==> src/include/fcq_consts.svh <==
// Constants of the query-table reader: commands, table addresses, expected data and timing.
`ifndef FCQ_CONSTS_SVH
`define FCQ_CONSTS_SVH

`define FCQ_CMD_QUERY 8'h98
`define FCQ_CMD_RESET 8'hf0
`define FCQ_QADDR_WORD 20'h00055
`define FCQ_QADDR_BYTE 20'h000aa
`define FCQ_RST_ADDR 20'h00000

`define FCQ_IDX_FIRST 6'h10
`define FCQ_IDX_LAST 6'h3c
`define FCQ_IDX_ZERO 6'h00

`define FCQ_A_Q 6'h10
`define FCQ_A_R 6'h11
`define FCQ_A_Y 6'h12
`define FCQ_A_PRI_SET 6'h13
`define FCQ_A_PRI_TBL 6'h15
`define FCQ_A_VCC_MIN 6'h1b
`define FCQ_A_VCC_MAX 6'h1c
`define FCQ_A_TYP_WR 6'h1f
`define FCQ_A_TYP_BLK 6'h21
`define FCQ_A_MAX_WR 6'h23
`define FCQ_A_MAX_BLK 6'h25
`define FCQ_A_SIZE 6'h27
`define FCQ_A_IFACE 6'h28
`define FCQ_A_NREG 6'h2c
`define FCQ_A_R1_CNT 6'h2d
`define FCQ_A_R1_SZ 6'h2f
`define FCQ_A_R2_CNT 6'h31
`define FCQ_A_R2_SZH 6'h34

`define FCQ_D_Q 16'h0051
`define FCQ_D_R 16'h0052
`define FCQ_D_Y 16'h0059
`define FCQ_D_PRI_SET 16'h0002
`define FCQ_D_PRI_TBL 16'h0040
`define FCQ_D_VCC_MIN 16'h0017
`define FCQ_D_VCC_MAX 16'h0019
`define FCQ_D_TYP_WR 16'h0003
`define FCQ_D_TYP_BLK 16'h0009
`define FCQ_D_MAX_WR 16'h0005
`define FCQ_D_MAX_BLK 16'h0004
`define FCQ_D_SIZE 16'h0014
`define FCQ_D_IFACE 16'h0002
`define FCQ_D_NREG 16'h0002
`define FCQ_D_R1_CNT 16'h0007
`define FCQ_D_R1_SZ 16'h0020
`define FCQ_D_R2_CNT 16'h000e
`define FCQ_D_R2_SZH 16'h0001
`define FCQ_D_NONE 16'h0000
`define FCQ_LOW_BYTE 16'h00ff

`define FCQ_CLK_NS 10
`define FCQ_T_SETUP_NS 30
`define FCQ_T_WP_NS 60
`define FCQ_T_HOLD_NS 30
`define FCQ_T_ACC_NS 120
`define FCQ_T_GAP_NS 30
`define FCQ_SYNC_CYC 2
`define FCQ_CYC(ns) ((ns + `FCQ_CLK_NS - 1) / `FCQ_CLK_NS)

`endif

==> src/include/fcq_pkg.sv <==
// Types shared by the query-table reader.
package fcq_pkg;

    typedef enum logic [2:0] {
        FCQ_IDLE = 3'h0,
        FCQ_W_SET = 3'h1,
        FCQ_W_LOW = 3'h3,
        FCQ_W_HIGH = 3'h2,
        FCQ_R_LOW = 3'h6,
        FCQ_R_SMP = 3'h7,
        FCQ_R_GAP = 3'h5,
        FCQ_FIN = 3'h4
    } fcq_state_e;

    typedef logic [15:0] fcq_word_t;
    typedef logic [5:0] fcq_idx_t;
    typedef logic [7:0] fcq_cnt_t;

endpackage : fcq_pkg

==> src/hdl/fcq_table_mem.sv <==
// Small memory holding the query words read back from the flash.
`timescale 1ns/100ps
module fcq_table_mem
    import fcq_pkg::*;
(
    input wire logic core_clk,
    input wire logic clk_en,
    input wire logic wr_en,
    input wire fcq_idx_t wr_idx,
    input wire fcq_word_t wr_data,
    input wire fcq_idx_t rd_idx,
    output fcq_word_t rd_data
);
    fcq_word_t mem [0:63];

    always_ff @(posedge core_clk) begin
        if (clk_en && wr_en) begin
            mem[wr_idx] <= wr_data;
        end
    end

    // The read port is registered, so the data lag the index by one enabled edge.
    always_ff @(posedge core_clk) begin
        if (clk_en) begin
            rd_data <= mem[rd_idx];
        end
    end
endmodule : fcq_table_mem

==> src/hdl/fcq_query_host.sv <==
// Host controller that enters query mode, reads and checks the query table, then leaves.
// Function
// RULE1 - Write 98h to 55h/AAh enters query.
// RULE2 - Word mode reads keep A7 upward zero.
// RULE3 - Reset command ends query reading.
// RULE4 - Query from identification; reset returns there.
// RULE5 - Words 10h-12h read 0051h 0052h 0059h.
// RULE6 - Command set 0002h at 13h, 0000h 14h.
// RULE7 - Extended table pointer 0040h at 15h.
// RULE8 - Words 17h through 1Ah read zero.
// RULE9 - Supply codes 0017h at 1Bh, 0019h 1Ch.
// RULE10 - Words 1Dh and 1Eh read zero.
// RULE11 - Typical timeouts 0003h at 1Fh, 0009h 21h.
// RULE12 - Max multipliers 0005h at 23h, 0004h 25h.
// RULE13 - Word 27h reads size code 0014h.
// RULE14 - Interface code 0002h at 28h.
// RULE15 - Words 2Ah and 2Bh read zero.
// RULE16 - Word 2Ch reads region count 0002h.
// RULE17 - Region one 0007h 0000h 0020h 0000h.
// RULE18 - Region two 000Eh 0000h 0000h 0001h.
// RULE19 - Regions three and four read zero.
// RULE20 - Reset returns array read, address ignored.
// RULE21 - Byte mode doubles address, low byte only.
// RULE22 - Reads persist in query until reset.
`timescale 1ns/100ps
`include "fcq_consts.svh"
module fcq_query_host
    import fcq_pkg::*;
(
    input wire logic core_clk,
    input wire logic arst_n,
    input wire logic clk_en,
    input wire logic start,
    input wire logic byte_mode,
    input wire logic from_ident,
    input wire fcq_idx_t rd_idx,
    output fcq_word_t rd_data,
    output logic busy_reg,
    output logic done_reg,
    output logic mismatch_reg,
    output logic ident_mode_reg,
    output logic ce_n_reg,
    output logic we_n_reg,
    output logic oe_n_reg,
    output logic byte_n_reg,
    output logic [19:0] addr_reg,
    input wire fcq_word_t dq_in,
    output fcq_word_t dq_out_reg,
    output logic dq_oe_reg
);
    localparam fcq_cnt_t C_SETUP = fcq_cnt_t'(`FCQ_CYC(`FCQ_T_SETUP_NS));
    localparam fcq_cnt_t C_WP = fcq_cnt_t'(`FCQ_CYC(`FCQ_T_WP_NS));
    localparam fcq_cnt_t C_HOLD = fcq_cnt_t'(`FCQ_CYC(`FCQ_T_HOLD_NS));
    localparam fcq_cnt_t C_ACC = fcq_cnt_t'(`FCQ_CYC(`FCQ_T_ACC_NS) + `FCQ_SYNC_CYC);
    localparam fcq_cnt_t C_GAP = fcq_cnt_t'(`FCQ_CYC(`FCQ_T_GAP_NS));

    logic rst_meta_reg;
    logic rst_sync_reg;
    fcq_word_t dq_meta_reg;
    fcq_word_t dq_sync_reg;
    fcq_state_e state_reg;
    fcq_cnt_t cnt_reg;
    fcq_idx_t idx_reg;
    logic rst_phase_reg;
    logic byte_reg;
    logic cnt_done;
    logic last_idx;
    fcq_word_t got_word;
    fcq_word_t exp_word;
    logic mem_wr;

    // Expected query word for a table index; absent entries are zero.
    function automatic fcq_word_t fcq_expect(input fcq_idx_t idx);
        fcq_word_t w;
        w = `FCQ_D_NONE;
        unique case (idx)
            // RULE5 query identifier
            `FCQ_A_Q: w = `FCQ_D_Q;
            `FCQ_A_R: w = `FCQ_D_R;
            `FCQ_A_Y: w = `FCQ_D_Y;
            // RULE6 command set
            `FCQ_A_PRI_SET: w = `FCQ_D_PRI_SET;
            // RULE7 extended pointer
            `FCQ_A_PRI_TBL: w = `FCQ_D_PRI_TBL;
            // RULE9 supply range
            `FCQ_A_VCC_MIN: w = `FCQ_D_VCC_MIN;
            `FCQ_A_VCC_MAX: w = `FCQ_D_VCC_MAX;
            // RULE11 typical timeouts
            `FCQ_A_TYP_WR: w = `FCQ_D_TYP_WR;
            `FCQ_A_TYP_BLK: w = `FCQ_D_TYP_BLK;
            // RULE12 maximum multipliers
            `FCQ_A_MAX_WR: w = `FCQ_D_MAX_WR;
            `FCQ_A_MAX_BLK: w = `FCQ_D_MAX_BLK;
            // RULE13 device size
            `FCQ_A_SIZE: w = `FCQ_D_SIZE;
            // RULE14 interface code
            `FCQ_A_IFACE: w = `FCQ_D_IFACE;
            // RULE16 region count
            `FCQ_A_NREG: w = `FCQ_D_NREG;
            // RULE17 first region
            `FCQ_A_R1_CNT: w = `FCQ_D_R1_CNT;
            `FCQ_A_R1_SZ: w = `FCQ_D_R1_SZ;
            // RULE18 second region
            `FCQ_A_R2_CNT: w = `FCQ_D_R2_CNT;
            `FCQ_A_R2_SZH: w = `FCQ_D_R2_SZH;
            // RULE8 RULE10 RULE15 RULE19 zero entries
            default: w = `FCQ_D_NONE;
        endcase
        return w;
    endfunction : fcq_expect

    always_ff @(posedge core_clk or negedge arst_n) begin
        if (!arst_n) begin
            rst_meta_reg <= 1'b0;
            rst_sync_reg <= 1'b0;
        end else begin
            rst_meta_reg <= 1'b1;
            rst_sync_reg <= rst_meta_reg;
        end
    end

    // The data pins come from the flash, outside this clock's timing, so they pass two stages.
    always_ff @(posedge core_clk or negedge rst_sync_reg) begin
        if (!rst_sync_reg) begin
            dq_meta_reg <= `FCQ_D_NONE;
            dq_sync_reg <= `FCQ_D_NONE;
        end else if (clk_en) begin
            dq_meta_reg <= dq_in;
            dq_sync_reg <= dq_meta_reg;
        end
    end

    assign cnt_done = (cnt_reg == fcq_cnt_t'(0));
    assign last_idx = (idx_reg == `FCQ_IDX_LAST);
    // RULE21 low byte only
    assign got_word = byte_reg ? (dq_sync_reg & `FCQ_LOW_BYTE) : dq_sync_reg;
    assign exp_word = fcq_expect(idx_reg);
    assign mem_wr = clk_en && (state_reg == FCQ_R_SMP) && cnt_done;

    always_ff @(posedge core_clk or negedge rst_sync_reg) begin
        if (!rst_sync_reg) begin
            state_reg <= FCQ_IDLE;
            cnt_reg <= fcq_cnt_t'(0);
            idx_reg <= `FCQ_IDX_ZERO;
            rst_phase_reg <= 1'b0;
            byte_reg <= 1'b0;
        end else if (clk_en) begin
            unique case (state_reg)
                FCQ_IDLE: begin
                    if (start) begin
                        state_reg <= FCQ_W_SET;
                        cnt_reg <= C_SETUP - fcq_cnt_t'(1);
                        rst_phase_reg <= 1'b0;
                        byte_reg <= byte_mode;
                        idx_reg <= `FCQ_IDX_FIRST;
                    end
                end
                FCQ_W_SET: begin
                    if (cnt_done) begin
                        state_reg <= FCQ_W_LOW;
                        cnt_reg <= C_WP - fcq_cnt_t'(1);
                    end else begin
                        cnt_reg <= cnt_reg - fcq_cnt_t'(1);
                    end
                end
                FCQ_W_LOW: begin
                    if (cnt_done) begin
                        state_reg <= FCQ_W_HIGH;
                        cnt_reg <= C_HOLD - fcq_cnt_t'(1);
                    end else begin
                        cnt_reg <= cnt_reg - fcq_cnt_t'(1);
                    end
                end
                FCQ_W_HIGH: begin
                    if (!cnt_done) begin
                        cnt_reg <= cnt_reg - fcq_cnt_t'(1);
                    end else if (rst_phase_reg) begin
                        state_reg <= FCQ_FIN;
                    end else begin
                        // RULE22 reads repeat while in query
                        state_reg <= FCQ_R_LOW;
                        cnt_reg <= C_ACC - fcq_cnt_t'(1);
                    end
                end
                FCQ_R_LOW: begin
                    if (cnt_done) begin
                        state_reg <= FCQ_R_SMP;
                    end else begin
                        cnt_reg <= cnt_reg - fcq_cnt_t'(1);
                    end
                end
                FCQ_R_SMP: begin
                    state_reg <= FCQ_R_GAP;
                    cnt_reg <= C_GAP - fcq_cnt_t'(1);
                end
                FCQ_R_GAP: begin
                    if (!cnt_done) begin
                        cnt_reg <= cnt_reg - fcq_cnt_t'(1);
                    end else if (last_idx) begin
                        // RULE3 issue reset command
                        state_reg <= FCQ_W_SET;
                        cnt_reg <= C_SETUP - fcq_cnt_t'(1);
                        rst_phase_reg <= 1'b1;
                    end else begin
                        state_reg <= FCQ_R_LOW;
                        cnt_reg <= C_ACC - fcq_cnt_t'(1);
                        idx_reg <= idx_reg + fcq_idx_t'(1);
                    end
                end
                FCQ_FIN: begin
                    state_reg <= FCQ_IDLE;
                end
            endcase
        end
    end

    // Pin drive follows the state; strobes are registered so they never glitch.
    always_ff @(posedge core_clk or negedge rst_sync_reg) begin
        if (!rst_sync_reg) begin
            ce_n_reg <= 1'b1;
            we_n_reg <= 1'b1;
            oe_n_reg <= 1'b1;
            dq_oe_reg <= 1'b0;
            dq_out_reg <= `FCQ_D_NONE;
            addr_reg <= `FCQ_RST_ADDR;
            byte_n_reg <= 1'b1;
        end else if (clk_en) begin
            byte_n_reg <= !byte_reg;
            unique case (state_reg)
                FCQ_W_SET: begin
                    ce_n_reg <= 1'b0;
                    oe_n_reg <= 1'b1;
                    dq_oe_reg <= 1'b1;
                    if (rst_phase_reg) begin
                        // RULE20 reset address ignored
                        addr_reg <= `FCQ_RST_ADDR;
                        dq_out_reg <= {8'h00, `FCQ_CMD_RESET};
                    end else begin
                        // RULE1 query command address
                        addr_reg <= byte_reg ? `FCQ_QADDR_BYTE : `FCQ_QADDR_WORD;
                        dq_out_reg <= {8'h00, `FCQ_CMD_QUERY};
                    end
                    we_n_reg <= !(cnt_done);
                end
                FCQ_W_LOW: begin
                    we_n_reg <= cnt_done;
                end
                FCQ_W_HIGH: begin
                    we_n_reg <= 1'b1;
                    ce_n_reg <= cnt_done;
                    dq_oe_reg <= !cnt_done;
                end
                FCQ_R_LOW: begin
                    // RULE2 upper bits zero, RULE21 doubled address
                    addr_reg <= byte_reg ? {13'h0000, idx_reg, 1'b0} : {14'h0000, idx_reg};
                    ce_n_reg <= 1'b0;
                    oe_n_reg <= 1'b0;
                end
                FCQ_R_SMP: begin
                    ce_n_reg <= 1'b1;
                    oe_n_reg <= 1'b1;
                end
                FCQ_R_GAP, FCQ_IDLE, FCQ_FIN: begin
                    ce_n_reg <= 1'b1;
                    oe_n_reg <= 1'b1;
                    we_n_reg <= 1'b1;
                    dq_oe_reg <= 1'b0;
                end
            endcase
        end
    end

    // Status for the user side.
    always_ff @(posedge core_clk or negedge rst_sync_reg) begin
        if (!rst_sync_reg) begin
            busy_reg <= 1'b0;
            done_reg <= 1'b0;
            mismatch_reg <= 1'b0;
            ident_mode_reg <= 1'b0;
        end else if (clk_en) begin
            done_reg <= (state_reg == FCQ_FIN);
            busy_reg <= (state_reg != FCQ_IDLE) || start;
            if (state_reg == FCQ_IDLE && start) begin
                mismatch_reg <= 1'b0;
                // RULE4 exit returns to identification
                ident_mode_reg <= from_ident;
            end else if (mem_wr && got_word != exp_word) begin
                mismatch_reg <= 1'b1;
            end
        end
    end

    fcq_table_mem u_mem (
        .core_clk(core_clk),
        .clk_en(clk_en),
        .wr_en(mem_wr),
        .wr_idx(idx_reg),
        .wr_data(got_word),
        .rd_idx(rd_idx),
        .rd_data(rd_data)
    );
endmodule : fcq_query_host

==> config.mk <==
export PLATFORM = sky130hd
export DESIGN_NAME = fcq_query_host
export DESIGN_NICKNAME = d
export VERILOG_FILES = /design/src/include/fcq_pkg.sv /design/src/hdl/fcq_table_mem.sv /design/src/hdl/fcq_query_host.sv
export VERILOG_INCLUDE_DIRS = /design/src /design/src/include
export SDC_FILE = /design/constraint.sdc
export NUM_CORES = 1
export LEC_CHECK = 0
export BUFFER_PORTS_ARGS = -buffer_cell sky130_fd_sc_hd__buf_4
export CAP_MARGIN = 30
export CORE_ASPECT_RATIO = 1.4
export CORE_MARGIN = 4
export CORE_UTILIZATION = 40
export DETAILED_ROUTE_END_ITERATION = 6
export HOLD_SLACK_MARGIN = 0.15
export PLACE_DENSITY_LB_ADDON = 0.2
export SLEW_MARGIN = 20
export SYNTH_ARGS = -nofsm -noshare
export SYNTH_HDL_FRONTEND = slang
export SYNTH_SLANG_ARGS = --single-unit
==> constraint.sdc <==
create_clock -name core_clk -period 7.1 [get_ports core_clk]
set_clock_uncertainty 0.2 [all_clocks]
set_input_delay 0.71 -clock core_clk [delete_from_list [all_inputs] [get_ports core_clk]]
set_output_delay 0.71 -clock core_clk [all_outputs]
set_load 0.02 [all_outputs]
==> impl_metrics.ini <==
[outcome]
status = completed

[setup_path]
worstReg2RegEnd = u_mem.mem[15][11]
ff2ff_setup_slack_ps = 3070
path_class = reg -> reg
cp.arrival_ps = 4210
cp.required_ps = 7280
worstRegToRegCells = 8
start_kind = flop
crit_fanout = 10
r2r-start = cnt_reg[0]
end_kind = flop
startpoint = cnt_reg[0]
crit_path_end = u_mem.mem[15][11]

[power_and_ir_drop]
power_mw = 15.1
cellLeakagePower_nw = 16.1
power_density_nw_per_um2 = 301
peakVddDrop_uv = 241

[layout]
ff_latch_area_um2 = 33100
design_area_um2 = 50200
layout_common_cells = edfxtp_1 (1,040), mux4_2 (288), buf_4 (129)
multi_input_area_um2 = 10300
final_common_cell = edfxtp_1
drive_above_1_share = 0.310
regMostFlops = u_mem.mem
largest_register_ffs = 1024
nets = 2275
area_delta_synth_final_pct = 14.2
fill_cells = 9149

[yosys]
ys_warn_count = 0
ys.flop_type = edfxtp_1
synth-seq-cells = 1113
synth_cells = 2080
synth_edf_count = 1040
synthDistinctLibCells = 61
ys_async_sr_fraction = 0.0656
syn_avg_cell_area_um2 = 21.1
netlist_area_um2 = 43900
ys_seq_area_frac = 0.753

[clock_network]
clock_sinks = 1113
clk_pin_slew_ps = 70
ctsLongestPathBuffers = 3
htree_levels = 3
cts_resized = 0
postCtsHoldBufs = 22
cts_tree = done
cts_made_buffers = 102
worstSkewPairLatency_ps = 690
root_buffer = clkbuf_16
post_cts_buffers = 0

[global_routing]
grt_max_degree = 78
antenna_found_initial = 3
grt_pass1_vias = 22300
grt_pass1_wl_um = 155000
grtUsageTotal = 0.185
overflow = 0

[min_path]
hp-start = rst_meta_reg
min_path_type = reg -> reg

[timing]
max_slew_margin = 0.283
fin_crit_sh = 0.568
slew_violations = 0
worst_pin_slew_ps = 1080
grt_setup_unrepaired = no
fmax_ghz = 0.248
holdWs_ps = 158
period_needed_ps = 4030
setup_tns_ps = 0
setup-violations-final = 0
hold_violations = 0

[routing]
drtIter0Drc = 1709
drc_errors = 0
route.antenna.remaining_nets = 0
vias = 20900
drt_pre_antenna_iters = 5
wl_um = 105000
drt-wirelength-per-cell_um = 27.9
vias_per_cell = 5.54

[floorplan]
core_um2 = 109000
start_util = 0.404
die_w_um = 288
dieArea_um2 = 115000
die_h_um = 400
ios = 89
std_cell_rows = 143

[placement]
port_buffers = 65
dpl_cell_area_um2 = 46600
dp_hpwl_um = 62200
place.gp.congestion = 0.825

[run]
cap_viol_max_count = 0
==> layout make-up <==
| class | instances | area share |
|---|---|---|
| diodes | 1 | 0.0000499 |
| flip-flops and latches | 1113 | 0.659 |
| clock buffers | 127 | 0.0542 |
| inverters | 13 | 0.000973 |
| well taps | 1450 | 0.0362 |
| clock inverters | 56 | 0.0128 |
| multi-input cells | 832 | 0.205 |
| repair buffers | 176 | 0.0312 |
==> where the power goes <==
part           leakage, nW  total (mW)  internal [mW]  switching [mW]
clock                 1.64        5.58           3.19            2.38
sequential            10.3        7.88           7.67           0.209
combinational         4.18        1.64          0.559            1.08
total                 16.1        15.1           11.4            3.67
==> metrics by stage <==
step,utilization,instances,setup WS (ps)
finish,0.461,3768,3070
global route,0.461,3767,2630
CTS,0.461,3765,2950
detailed placement,0.428,3560,2770
global placement,0.426,3544,2770
floorplan,-,2102,3970
==> worst max-delay path: stages, from the launching register on <==
cell	delay [ps]
dfrtp_1	430
inv_1	120
ha_1	150
nor4b_1	370
nand2_1	370
nor3_1	490
nand3_1	620
nor2_2	730
buf_6	240
==> Yosys cell counts, types with 3 or more instances <==
cell         n  area, µm²
edfxtp_1  1040      31200
a22oi_1     17        128
o211ai_1    17        128
mux2_2      69        777
xor2_1       9       78.8
a21oi_1     26        130
nand2b_1     6       37.5
or2_2        4       25.0
nand2_1     39        146
nand3_1     14       70.1
o31ai_1     19        143
nor2b_1     32        200
mux2i_1     38        380
nor2_1     100        375
inv_1       13       48.8
or3_1        3       18.8
a31oi_1      4       25.0
nor4_1       3       18.8
nor3_1       9       45.0
o21ai_0     24        120
o22ai_1     19        119
and2_1       7       43.8
ha_1         9        113
clkbuf_1    56        210
dfstp_2      4        105
a211o_1      5       43.8
dfrtp_1     69       1730
and3_1       4       25.0
buf_1       20       75.1
mux4_2     288       6490
buf_6        9        101
o21a_1       3       22.5
buf_4       30        225
xnor2_1      4       35.0
buf_2       29        145
or3b_2       3       26.3
==> kinds of logic (layout without fill, tap and decap cells) <==
logic type               Yosys count  count (layout)  share of synthesized area
other                              2              25                   0.000171
XOR/XNOR                          13              13                    0.00259
AO/OA/AOI/OAI                    156             156                     0.0240
multiplexers                     395             395                      0.174
AND/OR/NAND/NOR                  235             235                     0.0256
buffers and inverters            157             372                     0.0183
flip-flops                      1113            1113                      0.753
adder cells (fa/ha/maj)            9               9                    0.00256
==> worst min path at each step <==
stage,endpoint,slack [ps],depth (start not counted)
floorplan,rst_sync_reg,130,0
global placement,dq_meta_reg[2],-110,0
detailed placement,dq_meta_reg[2],-100,0
CTS,rst_sync_reg,160,0
global route,rst_sync_reg,170,0
finish,rst_sync_reg,160,0
==> layer usage <==
metal / up-vias / global-route usage / share of wire
met3: 126 / 0.0256 / 0.044
met2: 565 / 0.332 / 0.54
met4: 2 / 0.0567 / 0.028
met5: - / 0 / 0.00012
li1: 8870 / - / -
met1: 11300 / 0.234 / 0.39
Note: power is estimated with default switching activity, not from simulation.
